===== config.mk =====
export PLATFORM = sky130hd
export DESIGN_NAME = sac_device_flat
export DESIGN_NICKNAME = d
export VERILOG_FILES = /design/src/hw/sac_pkg.sv /design/src/hw/sac_link_if.sv /design/src/hw/sac_device.sv /design/src/hw/sac_sync.sv /design/src/flat_wrapper.sv
export SDC_FILE = /design/constraint.sdc
export NUM_CORES = 1
export LEC_CHECK = 0
export BUFFER_PORTS_ARGS = -buffer_cell sky130_fd_sc_hd__buf_2
export CORE_UTILIZATION = 40
export CTS_CLUSTER_DIAMETER = 120
export CTS_CLUSTER_SIZE = 25
export DETAILED_ROUTE_END_ITERATION = 10
export HOLD_SLACK_MARGIN = 0.08
export PLACE_DENSITY = 0.55
export SLEW_MARGIN = 20
export SYNTH_ARGS = -nofsm -noshare
export SYNTH_HDL_FRONTEND = slang
export SYNTH_SLANG_ARGS = --single-unit

===== constraint.sdc =====
create_clock -name clock -period 2.81 [get_ports clock]
set_input_delay 0.1405 -clock clock [delete_from_list [all_inputs] [get_ports clock]]
set_output_delay 0.1405 -clock clock [all_outputs]
set_load 0.1 [all_outputs]

===== src/hw/sac_pkg.sv =====
// sac_pkg: shared constants of the serial converter control link.
// assumes both ends run on the same 125 MHz system clock.
package sac_pkg;
  localparam int unsigned CLK_PERIOD_NS   = 8;       // system clock period
  localparam int unsigned CONV_TIME_US    = 20;      // longest conversion time
  localparam int unsigned CONV_CYCLES     = (CONV_TIME_US * 1000) / CLK_PERIOD_NS; // rounds down
  localparam int unsigned SYS_DIV         = 16;      // device internal system clock divider
  localparam int unsigned CONV_SYS_CLKS   = 36;      // internal clock periods per conversion
  localparam int unsigned ADDR_BITS       = 4;       // channel address width
  localparam int unsigned DATA_BITS       = 8;       // result width
  localparam int unsigned FRAME_CLKS      = 8;       // serial clocks per frame
  localparam int unsigned EXT_CHANNELS    = 11;      // external analog inputs
  localparam logic [3:0]  SELF_TEST_ADDR  = 4'hB;    // self-test channel address
  localparam logic [7:0]  SELF_TEST_LO    = 8'h7D;   // self-test code lower bound
  localparam logic [7:0]  SELF_TEST_HI    = 8'h83;   // self-test code upper bound
  localparam logic [7:0]  SELF_TEST_CODE  = 8'h80;   // self-test code produced
  localparam logic [7:0]  CODE_FULL       = 8'hFF;   // clamp above upper reference
  localparam logic [7:0]  CODE_ZERO       = 8'h00;   // clamp below lower reference
  localparam logic [7:0]  RESULT_RESET    = 8'h00;   // result after reset
  localparam int unsigned HOST_HALF_CLKS  = 8;       // host serial clock half period
  localparam int unsigned CS_SETUP_CLKS   = 256;     // host wait after chip select falls
  localparam int unsigned HOST_WAIT_CLKS  = CONV_CYCLES + 16; // host wait after 8th pulse
endpackage


===== src/hw/sac_link_if.sv =====
// sac_link_if: serial control link between host and converter.
// assumes the host reads the data line as high while data_oe is low, like a pull-up.
`timescale 1ns/100ps
interface sac_link_if;
  logic cs_n;      // chip select, active low
  logic io_clk;    // serial clock from host
  logic addr_in;   // serial address bit
  logic data_out;  // serial data from device
  logic data_oe;   // device drives data line
  logic eoc;       // conversion done flag
  modport device (input cs_n, input io_clk, input addr_in, output data_out, output data_oe, output eoc);
  modport host   (output cs_n, output io_clk, output addr_in, input data_out, input data_oe, input eoc);
endinterface


===== src/hw/sac_device.sv =====
// sac_device: converter control sequencer, device end of the serial link.
// assumes host keeps its own timing; analog value arrives as a sampled code.
`timescale 1ns/100ps
// Contract
// - chip select high: output off, inputs ignored
// - accept low after two rises, one fall
// - drive previous MSB once select recognised
// - capture address MSB first, four rises
// - first four falls shift bits two-five
// - falls five-seven shift bits six-eight
// - sample new input after fourth fall
// - eighth fall holds and starts conversion
// - host waits 20 us after eighth pulse
// - frames repeat with select held low
// - host holds select high until done
// - recognised select fall resets, aborts conversion
// - early new frame aborts, restarts conversion
// - done flag low at eighth fall
// - done flag high when result ready
// - address 1011 selects self-test code
// - clamp over and under range codes
// - any of eleven inputs, any order
// - full cycle repeatable every 40 us
// - conversion lasts 36 internal clock periods
module sac_device import sac_pkg::*; #(
  parameter int unsigned DIV = SYS_DIV  // internal system clock divider
) (
  input  wire logic        clock,       // system clock
  input  wire logic        sys_rst,     // async reset, active high
  sac_link_if.device       link,        // serial link
  input  wire logic        over_range,  // sampled input above upper reference
  input  wire logic        under_range, // sampled input below lower reference
  input  wire logic [7:0]  analog_in,   // raw code of selected channel
  output logic [3:0]       mux_sel,     // selected channel to analog front end
  output logic             sampling,    // sample switch closed
  output logic [7:0]       result       // last completed result
);
  typedef enum logic [1:0] {
    SAC_OFF   = 2'b00,  // select high or not yet recognised
    SAC_ARM   = 2'b01,  // filtering the falling select
    SAC_FRAME = 2'b10   // shifting a frame
  } sac_state_e;

  localparam int unsigned CONV_CNT = CONV_SYS_CLKS * DIV; // system cycles per conversion
  localparam int unsigned DIV_W    = $clog2(DIV);

  logic             cs_s;      // synchronised chip select
  logic             clk_s;     // synchronised serial clock
  logic             adr_s;     // synchronised address bit
  logic             clk_d;     // previous serial clock
  logic [DIV_W-1:0] div_cnt;   // internal clock divider
  logic             ick;       // internal clock level
  logic             ick_d;     // previous internal clock
  logic [1:0]       rise_cnt;  // internal rises seen during filter
  sac_state_e       state;     // link state
  logic [2:0]       bit_cnt;   // serial clock count within frame
  logic [3:0]       addr_sr;   // incoming address
  logic [7:0]       shift;     // outgoing result bits
  logic [3:0]       conv_addr; // channel held for conversion
  logic             conv_run;  // conversion in progress
  logic [15:0]      conv_cnt;  // conversion timer
  logic [7:0]       conv_code; // code computed at end of conversion
  logic             io_rise;   // serial clock rising
  logic             io_fall;   // serial clock falling
  logic             ick_rise;  // internal clock rising
  logic             ick_fall;  // internal clock falling
  logic             frame_end; // eighth falling edge
  logic             cs_fall;   // recognised select fall

  sac_sync u_cs  (.clock(clock), .sys_rst(sys_rst), .din(link.cs_n),    .dout(cs_s));
  sac_sync u_clk (.clock(clock), .sys_rst(sys_rst), .din(link.io_clk),  .dout(clk_s));
  sac_sync u_adr (.clock(clock), .sys_rst(sys_rst), .din(link.addr_in), .dout(adr_s));

  assign io_rise   = (state == SAC_FRAME) && clk_s && !clk_d;
  assign io_fall   = (state == SAC_FRAME) && !clk_s && clk_d;
  assign ick_rise  = ick && !ick_d;
  assign ick_fall  = !ick && ick_d;
  assign frame_end = io_fall && (bit_cnt == 3'(FRAME_CLKS - 1));
  assign cs_fall   = (state == SAC_ARM) && ick_fall && (rise_cnt == 2'h2);

  // internal system clock: free-running divided square wave
  always_ff @(posedge clock or posedge sys_rst) begin
    if (sys_rst) begin
      div_cnt <= '0;
      ick     <= 1'b0;
      ick_d   <= 1'b0;
      clk_d   <= 1'b0;
    end else begin
      ick_d   <= ick;
      clk_d   <= clk_s;
      if (div_cnt == DIV_W'(DIV / 2 - 1)) begin
        div_cnt <= '0;
        ick     <= ~ick;
      end else begin
        div_cnt <= div_cnt + DIV_W'(1);
      end
    end
  end

  // select filter and frame state; select high always drops to off
  always_ff @(posedge clock or posedge sys_rst) begin
    if (sys_rst) begin
      state    <= SAC_OFF;
      rise_cnt <= 2'h0;
    end else if (cs_s) begin
      state    <= SAC_OFF;
      rise_cnt <= 2'h0;
    end else begin
      unique case (state)
        SAC_OFF: begin
          state    <= SAC_ARM;
          rise_cnt <= 2'h0;
        end
        SAC_ARM: begin
          if (ick_rise && rise_cnt != 2'h2) begin
            rise_cnt <= rise_cnt + 2'h1;
          end
          if (cs_fall) begin
            state <= SAC_FRAME;
          end
        end
        SAC_FRAME: begin
          state <= SAC_FRAME;
        end
        // unused code 2'b11: fall back to off and refilter select
        default: begin
          state <= SAC_OFF;
        end
      endcase
    end
  end

  // frame counter, address capture and result shifting
  always_ff @(posedge clock or posedge sys_rst) begin
    if (sys_rst) begin
      bit_cnt <= 3'h0;
      addr_sr <= 4'h0;
      shift   <= RESULT_RESET;
    end else if (cs_fall || state != SAC_FRAME) begin
      bit_cnt <= 3'h0;
      shift   <= result;
    end else begin
      if (io_rise && bit_cnt < 3'(ADDR_BITS)) begin
        addr_sr <= {addr_sr[2:0], adr_s};
      end
      if (io_fall) begin
        bit_cnt <= bit_cnt + 3'h1;
        shift   <= {shift[6:0], 1'b0};
      end
      if (frame_end) begin
        shift <= result;
      end
      if (conv_run && conv_cnt == 16'(CONV_CNT - 1)) begin
        shift <= conv_code;
      end
    end
  end

  // data pin: driven only in a recognised frame
  always_ff @(posedge clock or posedge sys_rst) begin
    if (sys_rst) begin
      link.data_oe  <= 1'b0;
      link.data_out <= 1'b0;
    end else begin
      link.data_oe  <= (state == SAC_FRAME) && !cs_s;
      link.data_out <= shift[7];
    end
  end

  // result code with clamping and self-test channel
  always_comb begin
    if (conv_addr == SELF_TEST_ADDR) begin
      conv_code = SELF_TEST_CODE;
    end else if (over_range) begin
      conv_code = CODE_FULL;
    end else if (under_range) begin
      conv_code = CODE_ZERO;
    end else begin
      conv_code = analog_in;
    end
  end

  // sampling, conversion timer and done flag
  always_ff @(posedge clock or posedge sys_rst) begin
    if (sys_rst) begin
      sampling  <= 1'b0;
      conv_run  <= 1'b0;
      conv_cnt  <= 16'h0;
      conv_addr <= 4'h0;
      mux_sel   <= 4'h0;
      link.eoc  <= 1'b1;
      result    <= RESULT_RESET;
    end else if (cs_fall) begin
      sampling  <= 1'b0;
      conv_run  <= 1'b0;
      conv_cnt  <= 16'h0;
    end else begin
      if (io_fall && bit_cnt == 3'(ADDR_BITS - 1)) begin
        sampling <= 1'b1;
        mux_sel  <= addr_sr;
      end
      if (frame_end) begin
        sampling  <= 1'b0;
        conv_addr <= mux_sel;
        conv_run  <= 1'b1;
        conv_cnt  <= 16'h0;
        link.eoc  <= 1'b0;
      end else if (conv_run) begin
        if (conv_cnt == 16'(CONV_CNT - 1)) begin
          conv_run <= 1'b0;
          result   <= conv_code;
          link.eoc <= 1'b1;
        end else begin
          conv_cnt <= conv_cnt + 16'h1;
        end
      end
    end
  end
endmodule


===== src/hw/sac_sync.sv =====
// sac_sync: two-flop synchroniser for a level from another domain.
// assumes the input is a plain level; only the second flop is read outside.
`timescale 1ns/100ps
module sac_sync (
  input  wire logic clock,   // system clock
  input  wire logic sys_rst, // async reset, active high
  input  wire logic din,     // asynchronous level
  output logic      dout     // synchronised level
);
  logic meta; // first stage, read only by the second
  // two stages; reset value high suits idle-high link lines
  always_ff @(posedge clock or posedge sys_rst) begin
    if (sys_rst) begin
      meta <= 1'b1;
      dout <= 1'b1;
    end else begin
      meta <= din;
      dout <= meta;
    end
  end
endmodule

===== src/flat_wrapper.sv =====
// flat-port wrapper written by rule: the top's interface ports become plain ports
module sac_device_flat import sac_pkg::*;
#(
  parameter int unsigned DIV = SYS_DIV                                  
)
  (clock, sys_rst, over_range, under_range, analog_in, mux_sel, sampling, result, link_cs_n, link_io_clk, link_addr_in, link_data_out, link_data_oe, link_eoc);
  sac_link_if link_i ();
  input  wire logic clock;
  input  wire logic sys_rst;
  input  wire logic over_range;
  input  wire logic under_range;
  input  wire logic [7:0] analog_in;
  output logic [3:0] mux_sel;
  output logic sampling;
  output logic [7:0] result;
  input wire logic [$bits(link_i.cs_n)-1:0] link_cs_n;
  input wire logic [$bits(link_i.io_clk)-1:0] link_io_clk;
  input wire logic [$bits(link_i.addr_in)-1:0] link_addr_in;
  output wire logic [$bits(link_i.data_out)-1:0] link_data_out;
  output wire logic [$bits(link_i.data_oe)-1:0] link_data_oe;
  output wire logic [$bits(link_i.eoc)-1:0] link_eoc;
  assign link_i.cs_n = link_cs_n;
  assign link_i.io_clk = link_io_clk;
  assign link_i.addr_in = link_addr_in;
  assign link_data_out = link_i.data_out;
  assign link_data_oe = link_i.data_oe;
  assign link_eoc = link_i.eoc;
  sac_device #(.DIV(DIV)) u_core (.clock(clock), .sys_rst(sys_rst), .link(link_i), .over_range(over_range), .under_range(under_range), .analog_in(analog_in), .mux_sel(mux_sel), .sampling(sampling), .result(result));
endmodule

==> impl_metrics.tcl <==
set metrics [dict create \
    yosysWarningCount 0 \
    startpoint_type "flop" \
    grt_pass1_wl_um 11700 \
    p_switching_w 0.000612 \
    worstPathRequired_ns 3.08 \
    wl_per_cell_um 15.1 \
    cp_cell_sequence "or4_4 -> or4_1 -> nor3_2 -> o22a_1" \
    nets 365 \
    grt_overflow 0 \
    path_clk_slew_ns 0.07 \
    grt_max_degree 36 \
    critical_path_class "reg2reg" \
    fillCellCount 748 \
    final_cells 447 \
    slowest_stage "or4_1" \
    clockPowerShare 0.317 \
    finClkSkew_ns 0.00956 \
    timing.fmax_ghz 0.420 \
    async_flop_share 1.00 \
    dr_total_vias 2398 \
    grt_use_total 0.174 \
    hold_viol 0 \
    dp_cells 427 \
    cts_buffers 9 \
    setup_violations 0 \
    power_w 0.00217 \
    cts_tree "yes" \
    postSynthCellCount 301 \
    finalMaxSlewViolations 0 \
    ys.flop_type "dfrtp_1" \
    clock_path_buffers 2 \
    core_area_sq_um 7850 \
    grt_pass1_vias 2356 \
    layout_common_cells "62 x dfrtp_1, 30 x buf_2, 24 x a21oi_1" \
    dieWidth_um 92.8 \
    maxCapViolCount 0 \
    area_delta_synth_final_pct 14.8 \
    cts_sinks 69 \
    vias_per_cell 5.36 \
    dieHeight_um 92.8 \
    rsz0062_at_grt "no" \
    worst_slew_pin_slew_ns 0.726 \
    synth-edff-count 0 \
    drt-total-wl_um 6760 \
    diodes 0 \
    fin_crit_ns 2.38 \
    place.gp.congestion 0.722 \
    post-route-util 0.482 \
    ys_seq_area_frac 0.526 \
    pwr_density_cell_nw_per_um2 574 \
    synth_area_sq_um 3300 \
    ios 31 \
    synth_nets 326 \
    first_pass_iters 4 \
    cp_slowest_stage_delay_ns 0.80 \
    initial_core_util 0.420 \
    hold_path_class "in2reg" \
    synthDistinctLibCells 53 \
    htreeDepth 3 \
    io_buffer_count 30 \
    critPathArrivalTime_ns 2.65 \
    drtAntennaViolNets 0 \
    layout-drive-gt1-share 0.238 \
    p_leak_nw 1.74 \
    min_period_over_period 0.847 \
    internal_power_w 0.00156 \
    p_comb_frac 0.168 \
    switching_share 0.282 \
    die_area_sq_um 8610 \
    max_slew_margin 0.508 \
    antenna_found_initial 0 \
    setup-tns-final_ns 0 \
    first_iter_violations 153 \
    final_common_cell "dfrtp_1" \
    drc_errors 0 \
    end_kind "flop" \
    postSynthAreaPerCell_sq_um 11.0 \
    ir_worst_vdd_v 0.000297 \
    hpwl_um 4730 \
    power_frac_seq 0.515 \
    fp-row-count 32 \
    status "finished, final reports clean" \
    cts-root-buf "clkbuf_8" \
    ys_seq_elements 69 \
    cp_max_fo 10 \
    clk_latency_ns 0.34 \
]
-- cells in the mapped netlist (4+ instances only) --
cell type / n / share of area
nand4b_1: 4 / 0.011
dfstp_2: 7 / 0.056
and4_1: 4 / 0.011
clkbuf_1: 10 / 0.011
o31ai_1: 8 / 0.018
dfrtp_1: 62 / 0.47
nor3_1: 8 / 0.012
nand2_1: 22 / 0.025
nor2_1: 16 / 0.018
nand4_1: 5 / 0.0095
a22o_1: 6 / 0.016
a21oi_1: 24 / 0.036
inv_1: 11 / 0.013
or3_1: 5 / 0.0095
o21ai_0: 6 / 0.0091
ha_1: 10 / 0.038
o22a_1: 6 / 0.016
and3_1: 4 / 0.0076
mux2_2: 12 / 0.041
nor3_2: 7 / 0.021
nand3_1: 15 / 0.023
xor2_1: 4 / 0.011
or4_1: 4 / 0.0091
-- power by group through the flow --
stage                     registers [W]  clock network (W)  logic (W)
after floorplan                 0.00118                  0   0.000227
after global placement          0.00113                  0   0.000355
after detailed placement        0.00114                  0   0.000362
after CTS                       0.00112           0.000713   0.000370
after global routing            0.00113           0.000763   0.000403
final                           0.00112           0.000689   0.000364
-- worst paths after layout --
| check | startpoint | endpoint | slack, ns | depth (start not counted) |
|---|---|---|---|---|
| worst min-delay path | analog_in[7] | u_core.result[7] | 0.25 | 3 |
| max in group asynchronous | sys_rst | u_core.shift[4] | 1.69 | 4 |
| worst max-delay path | u_core.conv_cnt[11] | u_core.shift[5] | 0.43 | 4 |
| worst min register to register | u_core.u_cs.meta | u_core.u_cs.dout | 0.36 | 0 |
| worst max register to register | u_core.conv_cnt[11] | u_core.shift[5] | 0.43 | 4 |
| min in group asynchronous | sys_rst | u_core.ick_d | 0.48 | 3 |
-- worst max-delay path, delay by kind of cell, from the launching register on --
family | cells | cell delay [ns]
flip-flops | 1 | 0.44
AND/OR/NAND/NOR | 3 | 1.70
AO/OA/AOI/OAI | 1 | 0.18
-- cells by family after synthesis --
family | Yosys count | share of synthesized area
xor+xnor | 6 | 0.0159
buf+inv | 24 | 0.0300
fa+ha+maj | 10 | 0.0380
flops | 69 | 0.526
compound gates | 68 | 0.142
mux | 15 | 0.0501
simple gates | 109 | 0.198
-- stage by stage --
stage / worst slack, ns / instance area, sq um / hold slack [ns]
2_1_floorplan: 0.707 / 3300 / 0.145
3_3_place_gp: 0.462 / 3580 / 0.246
3_5_place_dp: 0.451 / 3580 / 0.247
4_1_cts: 0.423 / 3780 / 0.249
5_1_grt: 0.346 / 3780 / 0.276
6_report: 0.430 / 3780 / 0.250
-- timing repair --
action,in CTS,in global routing
resized for setup,0,0
hold endpoints to repair,30,0
hold buffers,4,0
buffers inserted,0,0
-- state kept, by name (all words and copies together) (netlist names), 2 cells and up --
name / cells
u_core.conv_addr: 4
u_core.state: 2
u_core.bit_cnt: 3
u_core.result: 8
u_core.rise_cnt: 2
u_core.mux_sel: 4
u_core.div_cnt: 4
u_core.shift: 8
u_core.addr_sr: 4
u_core.conv_cnt: 16
-- final cells by class --
type / instances / area [sq um] / share of cell area
flip-flops and latches: 69 / 1740 / 0.459
well taps: 102 / 128 / 0.0337
repair buffers: 41 / 255 / 0.0674
clock inverters: 2 / 10.0 / 0.00264
clock buffers: 14 / 153 / 0.0403
multi-input cells: 208 / 1460 / 0.386
inverters: 11 / 41.3 / 0.0109
-- layer usage --
metal / vias up / wire (um) / GRT usage
met5: - / 0 / 0
met2: 42 / 3100 / 0.267
li1: 1189 / - / -
met4: 0 / 77 / 0.0654
met3: 7 / 211 / 0.0345
met1: 1160 / 3370 / 0.243
(Power assumes the default switching activity.)
